`config.mk`:
```
export PLATFORM = sky130hd
export DESIGN_NAME = zar_zone_ctrl
export DESIGN_NICKNAME = d
export VERILOG_FILES = /design/src/logic/zar_zone_ctrl.v /design/src/logic/zar_sensor_filter.v
export VERILOG_INCLUDE_DIRS = /design/src /design/src/common
export SDC_FILE = /design/constraint.sdc
export NUM_CORES = 1
export LEC_CHECK = 0
export ABC_CLOCK_PERIOD_IN_PS = 3000
export BUFFER_PORTS_ARGS = -buffer_cell sky130_fd_sc_hd__buf_2
export CORE_ASPECT_RATIO = 0.5
export CORE_UTILIZATION = 40
export DETAILED_ROUTE_END_ITERATION = 16
export SLEW_MARGIN = 10
export SYNTH_ARGS = -nofsm -noshare
export SYNTH_HDL_FRONTEND = slang
export SYNTH_SLANG_ARGS = --single-unit
```
`constraint.sdc`:
```
create_clock -name core_clk -period 3 [get_ports core_clk]
set_input_delay 0.15 -clock core_clk [delete_from_list [all_inputs] [get_ports core_clk]]
set_output_delay 0.15 -clock core_clk [all_outputs]
set_load 0.01 [all_outputs]
```
`src/common/zar_consts.vh`:
```
`ifndef ZAR_CONSTS_VH
`define ZAR_CONSTS_VH

// ----------------------------------------
// register bus geometry
// ----------------------------------------
`define ZAR_ADDR_W 8
`define ZAR_DATA_W 16

// ----------------------------------------
// per-zone window: addr[7:5]=0, addr[4]=zone, addr[3:0]=offset
// ----------------------------------------
`define ZAR_ZONE_SPACE 3'h0
`define ZAR_OFF_CTRL 4'h0
`define ZAR_OFF_ARR_CNT 4'h1
`define ZAR_OFF_DEP_CNT 4'h2
`define ZAR_OFF_CUR_TRK1 4'h3
`define ZAR_OFF_CUR_TRK2 4'h4
`define ZAR_OFF_SET_TRK1 4'h5
`define ZAR_OFF_SET_TRK2 4'h6
`define ZAR_OFF_REL_CNT 4'h7
`define ZAR_OFF_REL_NEXT 4'h8

// ----------------------------------------
// global registers
// ----------------------------------------
`define ZAR_ADDR_CFG 8'h20
`define ZAR_ADDR_STATUS 8'h21
`define ZAR_ADDR_MASK 8'h22

// ----------------------------------------
// field positions
// ----------------------------------------
`define ZAR_CTRL_ACCUM 0
`define ZAR_CFG_SINGLE 0
`define ZAR_CFG_TRAIN 1
`define ZAR_CFG_JAM_EN 2
// status bits per zone z: base + 4*z
`define ZAR_EV_ARRIVE 0
`define ZAR_EV_DEPART 1
`define ZAR_EV_RELEASE 2
`define ZAR_EV_JAM 3
`define ZAR_EV_PER_ZONE 4

// ----------------------------------------
// reset values
// ----------------------------------------
`define ZAR_CFG_RESET 3'h4
`define ZAR_MASK_RESET 8'h00
`define ZAR_ZERO16 16'h0000

`endif

```
`src/logic/zar_zone_ctrl.v`:
```
`timescale 1ns/100ps
`include "zar_consts.vh"

// How it works
// - accumulate bit set: arriving carton is held
// - arrival/departure counts differ while zone occupied
// - arrival loads current tracking words 1 and 2
// - new count releases, then holds next arrival
// - release waits latched while downstream full
// - clearing accumulate bit releases, stops holding
// - set words attach only on count release
// - downstream zone is an identical copy
// - single-zone mode: one sensor, one or two rollers
// - singulation release default; arrival jam stays enabled
// - after discharge, hold arrivals until confirmation
module zar_zone_ctrl #(
  parameter NZ = 2,
  parameter FILT_CYCLES = 4,
  parameter JAM_CYCLES = 4000
) (
  input wire core_clk,
  input wire reset_n,
  input wire [`ZAR_ADDR_W-1:0] reg_addr,
  input wire [`ZAR_DATA_W-1:0] reg_wdata,
  input wire reg_wr,
  input wire reg_rd,
  output reg [`ZAR_DATA_W-1:0] reg_rdata,
  output wire irq,
  input wire [NZ-1:0] zone_sensor,
  input wire [NZ-1:0] downstream_full,
  input wire [NZ-1:0] next_arrival_ack,
  input wire [NZ*32-1:0] trk_in,
  output wire [NZ-1:0] roller_run,
  output reg [NZ-1:0] arrival_ack_out,
  output reg [NZ*32-1:0] trk_out
);

  localparam DW = `ZAR_DATA_W;
  localparam NEV = NZ * `ZAR_EV_PER_ZONE;
  localparam [15:0] JAM_LIMIT = JAM_CYCLES[15:0];

  // ----------------------------------------
  // global configuration, status and mask
  // ----------------------------------------
  reg [2:0] cfg_q;
  reg [NEV-1:0] status_q;
  reg [NEV-1:0] mask_q;
  wire [NEV-1:0] ev_set;
  wire single_zone = cfg_q[`ZAR_CFG_SINGLE];
  wire train_mode = cfg_q[`ZAR_CFG_TRAIN];
  wire jam_en = cfg_q[`ZAR_CFG_JAM_EN];

  // global decodes; the per-zone registers live in the low address window
  wire wr_cfg = reg_wr && (reg_addr == `ZAR_ADDR_CFG);
  wire wr_mask = reg_wr && (reg_addr == `ZAR_ADDR_MASK);
  wire rd_status = reg_rd && (reg_addr == `ZAR_ADDR_STATUS);
  wire zone_space = (reg_addr[7:5] == `ZAR_ZONE_SPACE);

  // config and mask writes; jam detection defaults on for singulation
  always @(posedge core_clk) begin
    if (!reset_n) begin
      cfg_q <= `ZAR_CFG_RESET;
      mask_q <= `ZAR_MASK_RESET;
    end else begin
      if (wr_cfg) begin
        cfg_q <= reg_wdata[2:0];
      end
      if (wr_mask) begin
        mask_q <= reg_wdata[NEV-1:0];
      end
    end
  end

  // sticky status; a new event in the clearing read cycle survives
  always @(posedge core_clk) begin
    if (!reset_n) begin
      status_q <= {NEV{1'b0}};
    end else if (rd_status) begin
      status_q <= ev_set;
    end else begin
      status_q <= status_q | ev_set;
    end
  end

  // level output: drops only when software reads status or masks the bit
  assign irq = |(status_q & mask_q);

  // ----------------------------------------
  // per-zone state, flattened for the read mux
  // ----------------------------------------
  wire [NZ-1:0] sens;
  wire [NZ*DW-1:0] ctrl_f;
  wire [NZ*DW-1:0] arr_f;
  wire [NZ*DW-1:0] dep_f;
  wire [NZ*32-1:0] cur_f;
  wire [NZ*32-1:0] set_f;
  wire [NZ*DW-1:0] rel_f;
  wire [NZ-1:0] zone_run;

  genvar z;
  generate
    for (z = 0; z < NZ; z = z + 1) begin : g_zone
      reg accum_q;
      reg accum_prev_q;
      reg sens_q;
      reg [DW-1:0] arr_cnt_q;
      reg [DW-1:0] dep_cnt_q;
      reg [31:0] cur_trk_q;
      reg [31:0] set_trk_q;
      reg set_dirty_q;
      reg [DW-1:0] rel_cnt_q;
      reg rel_pend_q;
      reg acc_next_q;
      reg hold_q;
      reg wait_ack_q;
      reg [15:0] jam_cnt_q;
      wire zsel;
      wire active;
      wire arrive;
      wire depart;
      wire ds_full;
      wire do_rel;
      wire cancel;
      wire wr_rel;
      wire jam_hit;

      zar_sensor_filter #(
        .FILT_CYCLES(FILT_CYCLES)
      ) u_filt (
        .core_clk(core_clk),
        .reset_n(reset_n),
        .sensor_raw(zone_sensor[z]),
        .sensor_clean(sens[z])
      );

      // second zone sleeps when the module is one long zone
      assign active = (z == 0) || !single_zone;
      assign zsel = zone_space && (reg_addr[4] == z);
      assign arrive = active && sens[z] && !sens_q;
      assign depart = active && !sens[z] && sens_q;
      // single long zone discharges straight to the module's neighbour
      assign ds_full = (single_zone && (z == 0) && (NZ > 1)) ?
                       downstream_full[NZ-1] : downstream_full[z];
      assign cancel = accum_prev_q && !accum_q;
      assign wr_rel = reg_wr && zsel && (reg_addr[3:0] == `ZAR_OFF_REL_NEXT) &&
                      (reg_wdata != rel_cnt_q);
      assign do_rel = hold_q && rel_pend_q && !ds_full;
      assign jam_hit = wait_ack_q && jam_en && (jam_cnt_q == JAM_LIMIT);

      // accumulate control bit and its edge history
      always @(posedge core_clk) begin
        if (!reset_n) begin
          accum_q <= 1'b0;
          accum_prev_q <= 1'b0;
          sens_q <= 1'b0;
        end else begin
          accum_prev_q <= accum_q;
          sens_q <= sens[z];
          if (reg_wr && zsel && (reg_addr[3:0] == `ZAR_OFF_CTRL)) begin
            accum_q <= reg_wdata[`ZAR_CTRL_ACCUM];
          end
        end
      end

      // counters differ exactly while a carton blocks the eye
      always @(posedge core_clk) begin
        if (!reset_n) begin
          arr_cnt_q <= `ZAR_ZERO16;
          dep_cnt_q <= `ZAR_ZERO16;
        end else begin
          if (arrive) begin
            arr_cnt_q <= arr_cnt_q + 16'h0001;
          end
          if (depart) begin
            dep_cnt_q <= dep_cnt_q + 16'h0001;
          end
        end
      end

      // release handshake: count compare, latch, then hold next
      always @(posedge core_clk) begin
        if (!reset_n) begin
          rel_cnt_q <= `ZAR_ZERO16;
          rel_pend_q <= 1'b0;
          acc_next_q <= 1'b0;
          hold_q <= 1'b0;
        end else begin
          if (wr_rel) begin
            rel_cnt_q <= reg_wdata;
            rel_pend_q <= 1'b1;
          end else if (do_rel || cancel) begin
            rel_pend_q <= 1'b0;
          end
          if (cancel) begin
            hold_q <= 1'b0;
            acc_next_q <= 1'b0;
          end else if (do_rel) begin
            hold_q <= 1'b0;
            acc_next_q <= 1'b1;
          end else if (arrive && (accum_q || acc_next_q)) begin
            hold_q <= 1'b1;
            acc_next_q <= 1'b0;
          end
        end
      end

      // tracking: load on arrival, overwrite only by count release
      always @(posedge core_clk) begin
        if (!reset_n) begin
          cur_trk_q <= 32'h00000000;
          set_trk_q <= 32'h00000000;
          set_dirty_q <= 1'b0;
        end else begin
          if (reg_wr && zsel && (reg_addr[3:0] == `ZAR_OFF_SET_TRK1)) begin
            set_trk_q[15:0] <= reg_wdata;
          end
          if (reg_wr && zsel && (reg_addr[3:0] == `ZAR_OFF_SET_TRK2)) begin
            set_trk_q[31:16] <= reg_wdata;
          end
          if (reg_wr && zsel && ((reg_addr[3:0] == `ZAR_OFF_SET_TRK1) ||
              (reg_addr[3:0] == `ZAR_OFF_SET_TRK2))) begin
            set_dirty_q <= 1'b1;
          end else if (cancel) begin
            set_dirty_q <= 1'b0;
          end else if (do_rel) begin
            set_dirty_q <= 1'b0;
          end
          if (arrive) begin
            cur_trk_q <= trk_in[z*32 +: 32];
          end else if (do_rel && set_dirty_q) begin
            cur_trk_q <= set_trk_q;
          end
        end
      end

      // singulation: after discharge wait for the next zone's confirm
      always @(posedge core_clk) begin
        if (!reset_n) begin
          wait_ack_q <= 1'b0;
          jam_cnt_q <= `ZAR_ZERO16;
        end else begin
          if (depart && !train_mode) begin
            wait_ack_q <= 1'b1;
            jam_cnt_q <= `ZAR_ZERO16;
          end else if (next_arrival_ack[z] || jam_hit) begin
            wait_ack_q <= 1'b0;
            jam_cnt_q <= `ZAR_ZERO16;
          end else if (wait_ack_q && (jam_cnt_q != JAM_LIMIT)) begin
            jam_cnt_q <= jam_cnt_q + 16'h0001;
          end
        end
      end

      // roller runs unless holding, blocked, or a carton at the eye awaits confirmation
      assign zone_run[z] = active && !hold_q && !ds_full &&
                           !(sens[z] && wait_ack_q);

      // arrival confirm upstream and tracking passed downstream
      always @(posedge core_clk) begin
        if (!reset_n) begin
          arrival_ack_out[z] <= 1'b0;
          trk_out[z*32 +: 32] <= 32'h00000000;
        end else begin
          arrival_ack_out[z] <= arrive;
          if (depart) begin
            trk_out[z*32 +: 32] <= cur_trk_q;
          end
        end
      end

      assign ev_set[z*`ZAR_EV_PER_ZONE + `ZAR_EV_ARRIVE] = arrive;
      assign ev_set[z*`ZAR_EV_PER_ZONE + `ZAR_EV_DEPART] = depart;
      assign ev_set[z*`ZAR_EV_PER_ZONE + `ZAR_EV_RELEASE] = do_rel;
      assign ev_set[z*`ZAR_EV_PER_ZONE + `ZAR_EV_JAM] = jam_hit;

      assign ctrl_f[z*DW +: DW] = {{(DW-1){1'b0}}, accum_q};
      assign arr_f[z*DW +: DW] = arr_cnt_q;
      assign dep_f[z*DW +: DW] = dep_cnt_q;
      assign cur_f[z*32 +: 32] = cur_trk_q;
      assign set_f[z*32 +: 32] = set_trk_q;
      assign rel_f[z*DW +: DW] = rel_cnt_q;
    end
  endgenerate

  // ----------------------------------------
  // rollers: in one-zone mode both rollers follow zone 0
  // ----------------------------------------
  assign roller_run[0] = zone_run[0];
  generate
    for (z = 1; z < NZ; z = z + 1) begin : g_roll
      assign roller_run[z] = single_zone ? zone_run[0] : zone_run[z];
    end
  endgenerate

  // ----------------------------------------
  // read path: data stands the cycle after the strobe, else zero
  // ----------------------------------------
  reg [DW-1:0] rd_mux;
  reg [3:0] zi;

  // decode per-zone and global registers; unmapped reads zero
  always @* begin
    rd_mux = `ZAR_ZERO16;
    zi = {3'h0, reg_addr[4]};
    if (zone_space && (zi < NZ)) begin
      case (reg_addr[3:0])
        `ZAR_OFF_CTRL: rd_mux = ctrl_f[zi*DW +: DW];
        `ZAR_OFF_ARR_CNT: rd_mux = arr_f[zi*DW +: DW];
        `ZAR_OFF_DEP_CNT: rd_mux = dep_f[zi*DW +: DW];
        `ZAR_OFF_CUR_TRK1: rd_mux = cur_f[zi*32 +: 16];
        `ZAR_OFF_CUR_TRK2: rd_mux = cur_f[zi*32+16 +: 16];
        `ZAR_OFF_SET_TRK1: rd_mux = set_f[zi*32 +: 16];
        `ZAR_OFF_SET_TRK2: rd_mux = set_f[zi*32+16 +: 16];
        `ZAR_OFF_REL_CNT: rd_mux = rel_f[zi*DW +: DW];
        `ZAR_OFF_REL_NEXT: rd_mux = rel_f[zi*DW +: DW];
        default: rd_mux = `ZAR_ZERO16;
      endcase
    end else if (reg_addr == `ZAR_ADDR_CFG) begin
      rd_mux = {{(DW-3){1'b0}}, cfg_q};
    end else if (reg_addr == `ZAR_ADDR_STATUS) begin
      rd_mux = {{(DW-NEV){1'b0}}, status_q};
    end else if (reg_addr == `ZAR_ADDR_MASK) begin
      rd_mux = {{(DW-NEV){1'b0}}, mask_q};
    end
  end

  // read data is valid only in the cycle after the strobe
  always @(posedge core_clk) begin
    if (!reset_n) begin
      reg_rdata <= `ZAR_ZERO16;
    end else if (reg_rd) begin
      reg_rdata <= rd_mux;
    end else begin
      reg_rdata <= `ZAR_ZERO16;
    end
  end

endmodule

```
`src/logic/zar_sensor_filter.v`:
```
`timescale 1ns/100ps
`include "zar_consts.vh"

// ----------------------------------------
// photo-eye filter: output follows input only after it holds steady
// ----------------------------------------
module zar_sensor_filter #(
  parameter FILT_CYCLES = 4
) (
  input wire core_clk,
  input wire reset_n,
  input wire sensor_raw,
  output reg sensor_clean
);

  localparam CW = 8;
  localparam [CW-1:0] LIMIT = FILT_CYCLES[CW-1:0];

  reg [CW-1:0] cnt_q;
  reg sensor_q;

  // sample first so the comparator never sees a changing pin mid-cycle
  always @(posedge core_clk) begin
    if (!reset_n) begin
      sensor_q <= 1'b0;
      cnt_q <= {CW{1'b0}};
      sensor_clean <= 1'b0;
    end else begin
      sensor_q <= sensor_raw;
      if (sensor_q == sensor_clean) begin
        cnt_q <= {CW{1'b0}};
      end else if (cnt_q == LIMIT) begin
        sensor_clean <= sensor_q;
        cnt_q <= {CW{1'b0}};
      end else begin
        cnt_q <= cnt_q + 8'h01;
      end
    end
  end

endmodule

```
==> results of run 1 <==
## routing by layer
metal / up-vias / wire length (um)
met3: 129 / 6430
li1: 7947 / -
met4: 2 / 1990
met1: 8041 / 29400
met2: 755 / 26700
met5: - / 12
## worst max-delay path, cell delays in order (launching register included)
cell,delay (ps)
dfxtp_1,650
nor2b_4,550
buf_4,470
nor2_1,70
a21oi_1,330
a211oi_1,130
## power by group
part           total [mW]  leakage, nW  switching (mW)  internal, mW
Sequential           5.23         3.16         0.00631          5.22
Combinational       0.607         3.63           0.396         0.210
Clock                5.07        0.640            2.16          2.91
## logic make-up after synthesis
kind of cell | after synthesis | share of synthesized area, %
compound gates | 492 | 17.9
buf+inv | 207 | 4.87
fa+ha+maj | 12 | 0.844
flops | 393 | 44.2
xor+xnor | 123 | 6.05
simple gates | 875 | 22.2
mux | 69 | 3.90
## cells in the final DEF, fill, tap and decap left out, types with 17 or more instances in the layout
cell and n:
a311oi_1 34, clkbuf_16 41, dfxtp_1 393, nor3_1 24, and3_1 17, nor2_1 224, o21ai_0 69, mux2i_1 67
a221oi_1 45, xnor2_1 48, dlygate4sd3_1 66, a21oi_1 212, nand2_1 396, buf_4 50, a22oi_1 34, xor2_1 75
nand4_1 25, nand3_1 88, inv_1 48, buf_2 182, a211oi_1 39
## cell type report
type,count,area [um^2]
clock buffer,55,1140
inverter,49,191
timing repair buffer,302,2030
sequential,393,7870
multi-input combinational,1571,9090
fill,4258,22500
tap,588,736
clock inverter,14,155
## flip-flops by register name, indices dropped and copies added (netlist names), 3 cells and up
name                 cells
mask_q                   8
g_zone.jam_cnt_q        32
reg_rdata               16
g_zone.rel_cnt_q        32
g_zone.arr_cnt_q        32
cfg_q                    3
trk_out                 64
g_zone.set_trk_q        64
g_zone.dep_cnt_q        32
status_q                 8
g_zone.cur_trk_q        64
g_zone.u_filt.cnt_q     16
## through the flow
| stage | utilization (%) | area [um^2] | instances | setup WS, ps |
|---|---|---|---|---|
| 2_1_floorplan | - | 17800 | 2171 | 899 |
| 6_report | 48.5 | 21200 | 2972 | 649 |
| 4_1_cts | 48.5 | 21200 | 2972 | 688 |
| 3_5_place_dp | 44.0 | 19300 | 2837 | 541 |
| 5_1_grt | 48.5 | 21200 | 2972 | 466 |
| 3_3_place_gp | 44.0 | 19300 | 2837 | 535 |
## final timing paths
path	cells past startpoint	startpoint	to	slack, ps
max	5	g_zone[0].u_filt.sensor_clean$_SDFFE_PN0P_	g_zone[0].cur_trk_q[7]$_SDFFE_PN0P_	650
min	3	trk_in[48]	g_zone[1].cur_trk_q[16]$_SDFFE_PN0P_	20
max reg2reg	5	g_zone[0].u_filt.sensor_clean$_SDFFE_PN0P_	g_zone[0].cur_trk_q[7]$_SDFFE_PN0P_	650
min reg2reg	1	g_zone[0].accum_prev_q$_SDFF_PN0_	g_zone[0].acc_next_q$_SDFFE_PP0P_	440
## what timing repair did
action	4_1_cts	5_1_grt
setup buffers	0	0
endpoints found under the hold margin	100	0
hold buffers	66	0
==> run_results.csv, run 1 <==
group,metric,value,unit
status,outcome,"completed",
global_routing,grt_pass1_vias,15269,
sta,rsz0062_at_grt,"false",
critical_path,worstPathMaxFanout,29,
global_routing,gr-total-overflow,0,
logic_synthesis,netlist.area_leader.share,44.2,%
global_routing,track_usage,27.7,%
logic_synthesis,synth.most_common_cell,"nand2_1",
sta,tightest_slew,899,ps
clock_tree,cts_inserted_buffers,39,
global_routing,antenna_found_initial,1,
logic_synthesis,synth_nets,2281,
global_routing,grt_max_degree,92,
global_routing,grtUsageMet2,40.1,%
logic_synthesis,syn_avg_cell_area,8.20,um^2
placed_design,hpwl,46.6,mm
power_and_ir_drop,worst_ir_drop_vdd,321,uV
floorplanning,dieWidth,300,um
clock_tree,cts_root_buf,"clkbuf_16",
logic_synthesis,ys_seq_area_share,44.2,%
floorplanning,initial_core_util,40.7,%
logic_synthesis,synth_area_leaders,"dfxtp_1 44%, nand2_1 8.4%, a21oi_1 6.0%",
clock_tree,clock_path_buffers,3,
floorplanning,die_h,151,um
power_and_ir_drop,p_leak,7.43,nW
clock_tree,clkSinkCount,393,
critical_path,worst_setup_path_start_kind,"flop",
critical_path,critical_path_required,3390,ps
sta,hold_viol_final,0,
logic_synthesis,yosys-top-cells-count,"396 x nand2_1, 393 x dfxtp_1, 224 x nor2_1, 212 x a21oi_1, 96 x clkbuf_1",
sta,relSlewSlack,39.5,%
route,drc,0,
logic_synthesis,synthCells,2171,
floorplanning,ios,183,
route,vias_per_cell,5.68,
final_layout,drive_gt1_share,13.9,%
logic_synthesis,yosys.area.top_type,"dfxtp_1",
logic_synthesis,synth_edf_count,0,
floorplanning,dieArea,45400,um^2
logic_synthesis,synth_cell_types,67,
clock_tree,ctsHtreeMaxLevel,2,
clock_tree,cts.clk_slew.worst_paths,70,ps
route,first_iter_violations,1881,
placed_design,portBuffers,182,
logic_synthesis,synthFlopType,"dfxtp_1",
critical_path,crit_arrival,2750,ps
route,drt-total-wl,64.5,mm
route,final_antenna_net_count,0,
final_layout,area_growth,19.2,%
global_routing,met1_usage,40.6,%
route,firstDrtPassIters,5,
logic_synthesis,syn_area,17800,um^2
clock_tree,cts_resized,0,
clock_tree,insertion_delay,560,ps
power_and_ir_drop,power,10.9,mW
final_layout,num_antenna_cells,0,
power_and_ir_drop,pwr_density_cell,514,nW/um^2
sta,hold_ws,16.6,ps
final_layout,fin_nets,2466,
route,route.vias.total,16874,
logic_synthesis,synth_async_sr_flop_share,0,%
sta,timing.fmax,425,MHz
critical_path,path_class,"reg -> reg",
floorplanning,core,43700,um^2
logic_synthesis,yosys_warnings,0,
sta,drv_slew,0,
global_routing,grt_pass1_wl,95.7,mm
sta,finClkSkew,28.1,ps
sta,setup-tns-final,0,ps
global_routing,top_usage_layer,"met1",
critical_path,end_kind,"flop",
placed_design,gp_congestion,1.02,
sta,finalSetupViolCount,0,
global_routing,grt_util_met3,5.92,%
route,avgRoutedWirePerCell,21.7,um
floorplanning,fp-row-count,54,
sta,period_minus_slack,2350,ps
clock_tree,tritoncts,"yes",
logic_synthesis,synth_seq_cells,393,
sta,period_share,78.4,%
flow_run,drv_cap,0,
min_path,hp-class,"in -> reg",
Note: power is estimated with default switching activity, not from simulation.
==> run 2, diff against run 1 <==
--- a/config.mk
+++ b/config.mk
@@ -6,7 +6,7 @@
 export SDC_FILE = /design/constraint.sdc
 export NUM_CORES = 1
 export LEC_CHECK = 0
-export ABC_CLOCK_PERIOD_IN_PS = 3000
+export ABC_CLOCK_PERIOD_IN_PS = 2100
 export BUFFER_PORTS_ARGS = -buffer_cell sky130_fd_sc_hd__buf_2
 export CORE_ASPECT_RATIO = 0.5
 export CORE_UTILIZATION = 40
==> constraint.sdc (replaced) <==
create_clock -name core_clk -period 2.1 [get_ports core_clk]
set_input_delay 0.105 -clock core_clk [delete_from_list [all_inputs] [get_ports core_clk]]
set_output_delay 0.105 -clock core_clk [all_outputs]
set_load 0.01 [all_outputs]
==> run_results.csv, run 2 (same netlist as run 1, synthesis figures left out) <==
group,metric,value,unit
final_layout,fill_cells,4144,
clock_tree,cts_root_buf,"clkbuf_16",
route,wl_met2,27.8,mm
power_and_ir_drop,worst_ir_drop_vdd,542,uV
floorplanning,fp-row-count,54,
route,drc,0,
route,vias_per_cell,5.68,
floorplanning,core,43700,um^2
clock_tree,tritoncts,"yes",
min_path,hp-class,"in -> reg",
power_and_ir_drop,switching_share,23.3,%
final_layout,final_common_cell,"nand2_1",
power_and_ir_drop,p_leak,7.92,nW
floorplanning,dieWidth,300,um
route,firstDrtPassIters,6,
min_path,hold_path_depth,3,
flow_run,drv_cap,0,
sta,tightest_slew,721,ps
power_and_ir_drop,pwr-share-seq,47.3,%
placed_design,hpwl,47.5,mm
critical_path,reg2reg_depth,5,
sta,finClkSkew,18.1,ps
placed_design,portBuffers,182,
critical_path,critical_path_required,2540,ps
clock_tree,cts_inserted_buffers,38,
final_layout,reg.largest.list,"g_zone.cur_trk_q (64), g_zone.set_trk_q (64), trk_out (64)",
final_layout,regArea,7870,um^2
placed_design,gp_congestion,1.02,
power_and_ir_drop,combPwrFrac,6.0,%
status,outcome,"completed",
final_layout,drive_gt1_share,16.8,%
route,final_antenna_net_count,0,
sta,timing.fmax,504,MHz
route,wl_met3,7.26,mm
route,avgRoutedWirePerCell,21.5,um
sta,relSlewSlack,51.9,%
critical_path,worstPathMaxFanout,4,
final_layout,fin_nets,2553,
floorplanning,initial_core_util,40.7,%
clock_tree,clkSinkCount,393,
floorplanning,die_h,151,um
final_layout,area_growth,24.7,%
sta,rsz0062_at_grt,"false",
sta,period_share,94.6,%
route,top_layer_used,"met5",
power_and_ir_drop,pwr-share-clk,46.7,%
critical_path,path_class,"reg -> reg",
route,first_iter_violations,1862,
sta,finalWorstSetupSlack,114,ps
route,drt-met1-wl,29.2,mm
sta,setup-tns-final,0,ps
sta,period_minus_slack,1990,ps
global_routing,grt_pass1_wl,96.0,mm
sta,hold_ws,27.1,ps
floorplanning,ios,183,
global_routing,antenna_found_initial,2,
route,drt-total-wl,65.9,mm
global_routing,grt_pass1_vias,15500,
sta,drv_slew,0,
clock_tree,insertion_delay,550,ps
global_routing,track_usage,27.9,%
floorplanning,dieArea,45400,um^2
power_and_ir_drop,power.internal,12.1,mW
placed_design,place_ws,-12.4,ps
clock_tree,clock_path_buffers,3,
critical_path,crit_arrival,2420,ps
global_routing,grt_max_degree,77,
clock_tree,ctsHtreeMaxLevel,2,
sta,hold_viol_final,0,
sta,finalSetupViolCount,0,
final_layout,multi_input_area,9190,um^2
power_and_ir_drop,power,15.8,mW
final_layout,mostFrequentLayoutCells,"395 x nand2_1, 392 x dfxtp_1, 224 x nor2_1",
global_routing,gr-total-overflow,0,
critical_path,worst_setup_path_start_kind,"flop",
clock_tree,cts.clk_slew.worst_paths,60,ps
power_and_ir_drop,pwr_density_cell,711,nW/um^2
power_and_ir_drop,p_switching,3.68,mW
route,route.vias.total,17379,
critical_path,end_kind,"flop",
-- run 2: final timing paths --
kind                                        from  slack (ps)                                  end
min                                   trk_in[40]          30  g_zone[1].cur_trk_q[8]$_SDFFE_PN0P_
min reg2reg    g_zone[0].accum_prev_q$_SDFF_PN0_         440    g_zone[0].acc_next_q$_SDFFE_PP0P_
max          g_zone[1].jam_cnt_q[5]$_SDFFE_PP0P_         110  g_zone[1].jam_cnt_q[1]$_SDFFE_PP0P_
max reg2reg  g_zone[1].jam_cnt_q[5]$_SDFFE_PP0P_         110  g_zone[1].jam_cnt_q[1]$_SDFFE_PP0P_
-- run 2: layer usage --
layer / GRT usage (%) / vias to the layer above
met5: 0 / -
met4: 7.93 / 2
met3: 8.53 / 122
met2: 40.5 / 773
met1: 39.3 / 8327
li1: - / 8155
-- run 2: stage by stage --
stage / cell area (um^2) / instances / util [%]
floorplan: 17800 / 2171 / -
global placement: 20000 / 2913 / 45.8
detailed placement: 20000 / 2913 / 45.8
CTS: 22100 / 3058 / 50.6
global route: 22200 / 3060 / 50.7
finish: 22200 / 3062 / 50.7
-- run 2: power groups by stage --
stage	logic [mW]	registers [mW]	clock network (mW)
finish	0.945	7.47	7.37
global placement	0.794	7.64	0
detailed placement	0.793	7.64	0
global route	0.979	7.46	7.74
floorplan	0.399	7.64	0
CTS	0.906	7.47	7.45
-- run 2: critical path, cell delays in order (launching register included) --
cell and delay (ps):
dfxtp_1 380, or4bb_1 600, or4_4 580, nand2_4 100, mux2i_1 170, nor2_1 50
-- run 2: layout make-up --
type                    count  area share [%]
multi-input cells        1573            41.4
flip-flops and latches    393            35.5
repair buffers            388            13.0
clock buffers              54            4.92
well taps                 588            3.32
clock inverters            15            1.04
inverters                  49           0.863
diodes                      2          0.0226
-- run 2: repair_timing --
action	CTS	global route
endpoints found under the hold margin	131	0
gates cloned	0	2
resized for setup	2	10
hold buffers	75	0
endpoints found under the setup margin	30	58
pin swaps	1	3
setup buffers	1	0
==> run 3, diff against run 2 <==
--- a/config.mk
+++ b/config.mk
@@ -6,11 +6,13 @@
 export SDC_FILE = /design/constraint.sdc
 export NUM_CORES = 1
 export LEC_CHECK = 0
+export ABC_AREA = 1
 export ABC_CLOCK_PERIOD_IN_PS = 2100
 export BUFFER_PORTS_ARGS = -buffer_cell sky130_fd_sc_hd__buf_2
 export CORE_ASPECT_RATIO = 0.5
 export CORE_UTILIZATION = 40
 export DETAILED_ROUTE_END_ITERATION = 16
+export SETUP_SLACK_MARGIN = 0.02
 export SLEW_MARGIN = 10
 export SYNTH_ARGS = -nofsm -noshare
 export SYNTH_HDL_FRONTEND = slang
==> run_results.csv, run 3 <==
group,metric,value,unit
sta,drv_slew,0,
sta,hold_viol_final,0,
power_and_ir_drop,combPwrFrac,5.9,%
placed_design,gp_congestion,0.958,
final_layout,final_area,21800,um^2
global_routing,grt_max_degree,108,
sta,finalSetupViolCount,0,
logic_synthesis,synth.most_common_cell,"nand2_1",
placed_design,portBuffers,182,
power_and_ir_drop,pwr_density_cell,720,nW/um^2
critical_path,critPathBufInv,1,
logic_synthesis,yosys_warnings,0,
logic_synthesis,synth_area_leaders,"dfxtp_1 44%, nand2_1 12%, o21ai_0 7.4%",
power_and_ir_drop,worst_ir_drop_vdd,644,uV
sta,rsz0062_at_grt,"true",
critical_path,cp_num_cells,6,
logic_synthesis,netlist.area_leader.share,43.5,%
logic_synthesis,synth_edf_count,0,
power_and_ir_drop,power.internal,12.0,mW
final_layout,area_growth,20.7,%
clock_tree,tritoncts,"yes",
critical_path,reg2reg_depth,6,
critical_path,cp_slowest_cell,"dlygate4sd3_1",
final_layout,mostFrequentLayoutCells,"562 x nand2_1, 393 x dfxtp_1, 265 x o21ai_0",
floorplanning,die_h,152,um
logic_synthesis,synth_nets,2642,
power_and_ir_drop,pwr-share-seq,47.5,%
critical_path,critical_path_required,2530,ps
sta,timing.fmax,513,MHz
clock_tree,cts.clk_slew.worst_paths,70,ps
sta,finalWorstSetupSlack,149,ps
placed_design,hpwl,43.5,mm
logic_synthesis,syn_area,18100,um^2
logic_synthesis,synthCells,2532,
logic_synthesis,synth_cell_types,44,
min_path,hp-class,"in -> reg",
sta,period_minus_slack,1950,ps
final_layout,reg.largest.list,"g_zone.cur_trk_q (64), g_zone.set_trk_q (64), trk_out (64)",
final_layout,fin_nets,2860,
final_layout,post-route-util,49.5,%
clock_tree,clock_path_buffers,3,
logic_synthesis,synth_compound_area_share,19.2,%
floorplanning,core,44100,um^2
sta,finClkSkew,34.8,ps
logic_synthesis,yosys-top-cells-count,"564 x nand2_1, 393 x dfxtp_1, 266 x o21ai_0, 248 x a21oi_1, 214 x nor2_1",
logic_synthesis,synth_seq_cells,393,
floorplanning,initial_core_util,41.0,%
power_and_ir_drop,p_leak,8.16,nW
route,firstDrtPassIters,5,
global_routing,grt_pass1_vias,16252,
route,vias_per_cell,5.37,
critical_path,cp_common_cell,"nand4_1",
route,drt-total-wl,61.2,mm
power_and_ir_drop,p_switching,3.72,mW
logic_synthesis,syn_avg_cell_area,7.14,um^2
route,final_antenna_net_count,0,
placed_design,postPlaceCellArea,19600,um^2
critical_path,worstPathMaxFanout,6,
min_path,hold_path_depth,5,
floorplanning,dieArea,46100,um^2
power_and_ir_drop,power,15.7,mW
logic_synthesis,synthFlopType,"dfxtp_1",
logic_synthesis,ys_seq_area_share,43.5,%
floorplanning,dieWidth,303,um
global_routing,track_usage,26.0,%
final_layout,drive_gt1_share,12.4,%
power_and_ir_drop,pwr-share-clk,46.5,%
placed_design,place_ws,237,ps
clock_tree,cts_inserted_buffers,38,
global_routing,grt_pass1_wl,94.2,mm
logic_synthesis,synthAdderAreaFrac,0.831,%
sta,tightest_slew,537,ps
route,avgRoutedWirePerCell,18.2,um
sta,relSlewSlack,63.9,%
clock_tree,clkSinkCount,393,
final_layout,final_common_cell,"nand2_1",
sta,period_share,92.9,%
global_routing,antenna_found_initial,2,
floorplanning,fp-row-count,54,
flow_run,drv_cap,0,
clock_tree,cts_root_buf,"clkbuf_16",
critical_path,worst_setup_path_start_kind,"flop",
logic_synthesis,yosys.area.top_type,"dfxtp_1",
critical_path,end_kind,"flop",
critical_path,critical_path.top_delay_family,"simple AND/OR/NAND/NOR gates",
critical_path,cp_cell_sequence,"nand4_1 > nor3_1 > nand3_1 > nand4_1 > dlygate4sd3_1 > o21ai_0",
logic_synthesis,synthSimpleGateAreaFrac,25.6,%
logic_synthesis,synth_top_family_by_area,"simple AND/OR/NAND/NOR gates",
clock_tree,insertion_delay,570,ps
critical_path,path_class,"reg -> reg",
logic_synthesis,synth-xor-area-share,2.86,%
floorplanning,ios,183,
power_and_ir_drop,switching_share,23.7,%
route,route.vias.total,18096,
critical_path,max_stage_delay,550,ps
logic_synthesis,muxShareOfSynthArea,0,%
status,outcome,"completed",
critical_path,crit_arrival,2380,ps
route,first_iter_violations,1802,
sta,setup-tns-final,0,ps
clock_tree,post-cts-setup-buffer-count,0,
global_routing,gr-total-overflow,0,
clock_tree,ctsHtreeMaxLevel,2,
route,drc,0,
logic_synthesis,synth_async_sr_flop_share,0,%
## run 3: changes by cell type after synthesis, moves of 44 or more
cell / previous run / this run
inv_1: 49 / 203
xor2_1: 75 / 22
a221oi_1: 45 / 1
mux2i_1: 67 / 0
a31oi_1: 5 / 69
nand2_1: 396 / 564
o21ai_0: 69 / 266
## run 3: kinds of logic (layout without fill, tap and decap cells)
logic type / count (synthesis) / after routing
flip-flops: 393 / 393
buffers and inverters: 356 / 602
XOR/XNOR: 59 / 59
adder cells (fa/ha/maj): 12 / 12
AO/OA/AOI/OAI: 652 / 652
other: 0 / 1
AND/OR/NAND/NOR: 1060 / 1060
## run 3: path summary, 6_finish.rpt
| path | from | endpoint | slack (ps) |
|---|---|---|---|
| worst min register to register | g_zone[0].accum_q$_SDFFE_PN0P_ | g_zone[0].accum_prev_q$_SDFF_PN0_ | 450 |
| worst max register to register | g_zone[1].jam_cnt_q[11]$_SDFFE_PP0P_ | g_zone[1].wait_ack_q$_SDFFE_PN0P_ | 150 |
| worst max-delay path | g_zone[1].jam_cnt_q[11]$_SDFFE_PP0P_ | g_zone[1].wait_ack_q$_SDFFE_PN0P_ | 150 |
| worst min-delay path | reg_rd | reg_rdata[5]$_SDFF_PN0_ | 30 |
## run 3: final cells by class
cell class | instances | area [um^2]
fillers | 4458 | 22200
multi-input cells | 1783 | 8780
flip-flops and latches | 393 | 7870
repair buffers | 317 | 2310
clock buffers | 57 | 1150
inverters | 217 | 815
well taps | 588 | 736
clock inverters | 11 | 154
diodes | 1 | 2.50
## run 3: stage by stage
stage / hold WS (ps) / cells
final: 28.3 / 3367
after global routing: 68.3 / 3367
after CTS: 16.3 / 3366
after detailed placement: 331 / 3206
after global placement: 334 / 3206
after floorplan: 203 / 2532
## run 3: metal layers
metal | vias to the layer above | track usage, % | routed length, um
met5 | - | 0 | 0
li1 | 8887 | - | -
met2 | 647 | 38.9 | 26300
met1 | 8474 | 37.1 | 28000
met4 | 0 | 6.29 | 1370
met3 | 88 | 6.50 | 5500
## run 3: what timing repair did
| action | in CTS | in global routing |
|---|---|---|
| endpoints found under the setup margin | 1 | 1 |
| resized for setup | 1 | 1 |
| endpoints found under the hold margin | 126 | 0 |
| hold buffers | 92 | 0 |
## run 3: worst reg2reg max path: stages (launching register included)
cell and delay, ps:
dfxtp_1 440, nand4_1 120, nor3_1 310, nand3_1 220, nand4_1 120, dlygate4sd3_1 550, o21ai_0 70
## run 3: power by group through the flow
| stage | Sequential [mW] | Clock (mW) | Combinational (mW) |
|---|---|---|---|
| floorplan | 7.64 | 0 | 0.401 |
| global placement | 7.64 | 0 | 0.780 |
| detailed placement | 7.64 | 0 | 0.778 |
| CTS | 7.47 | 7.40 | 0.908 |
| global route | 7.47 | 7.74 | 0.986 |
| finish | 7.47 | 7.31 | 0.929 |
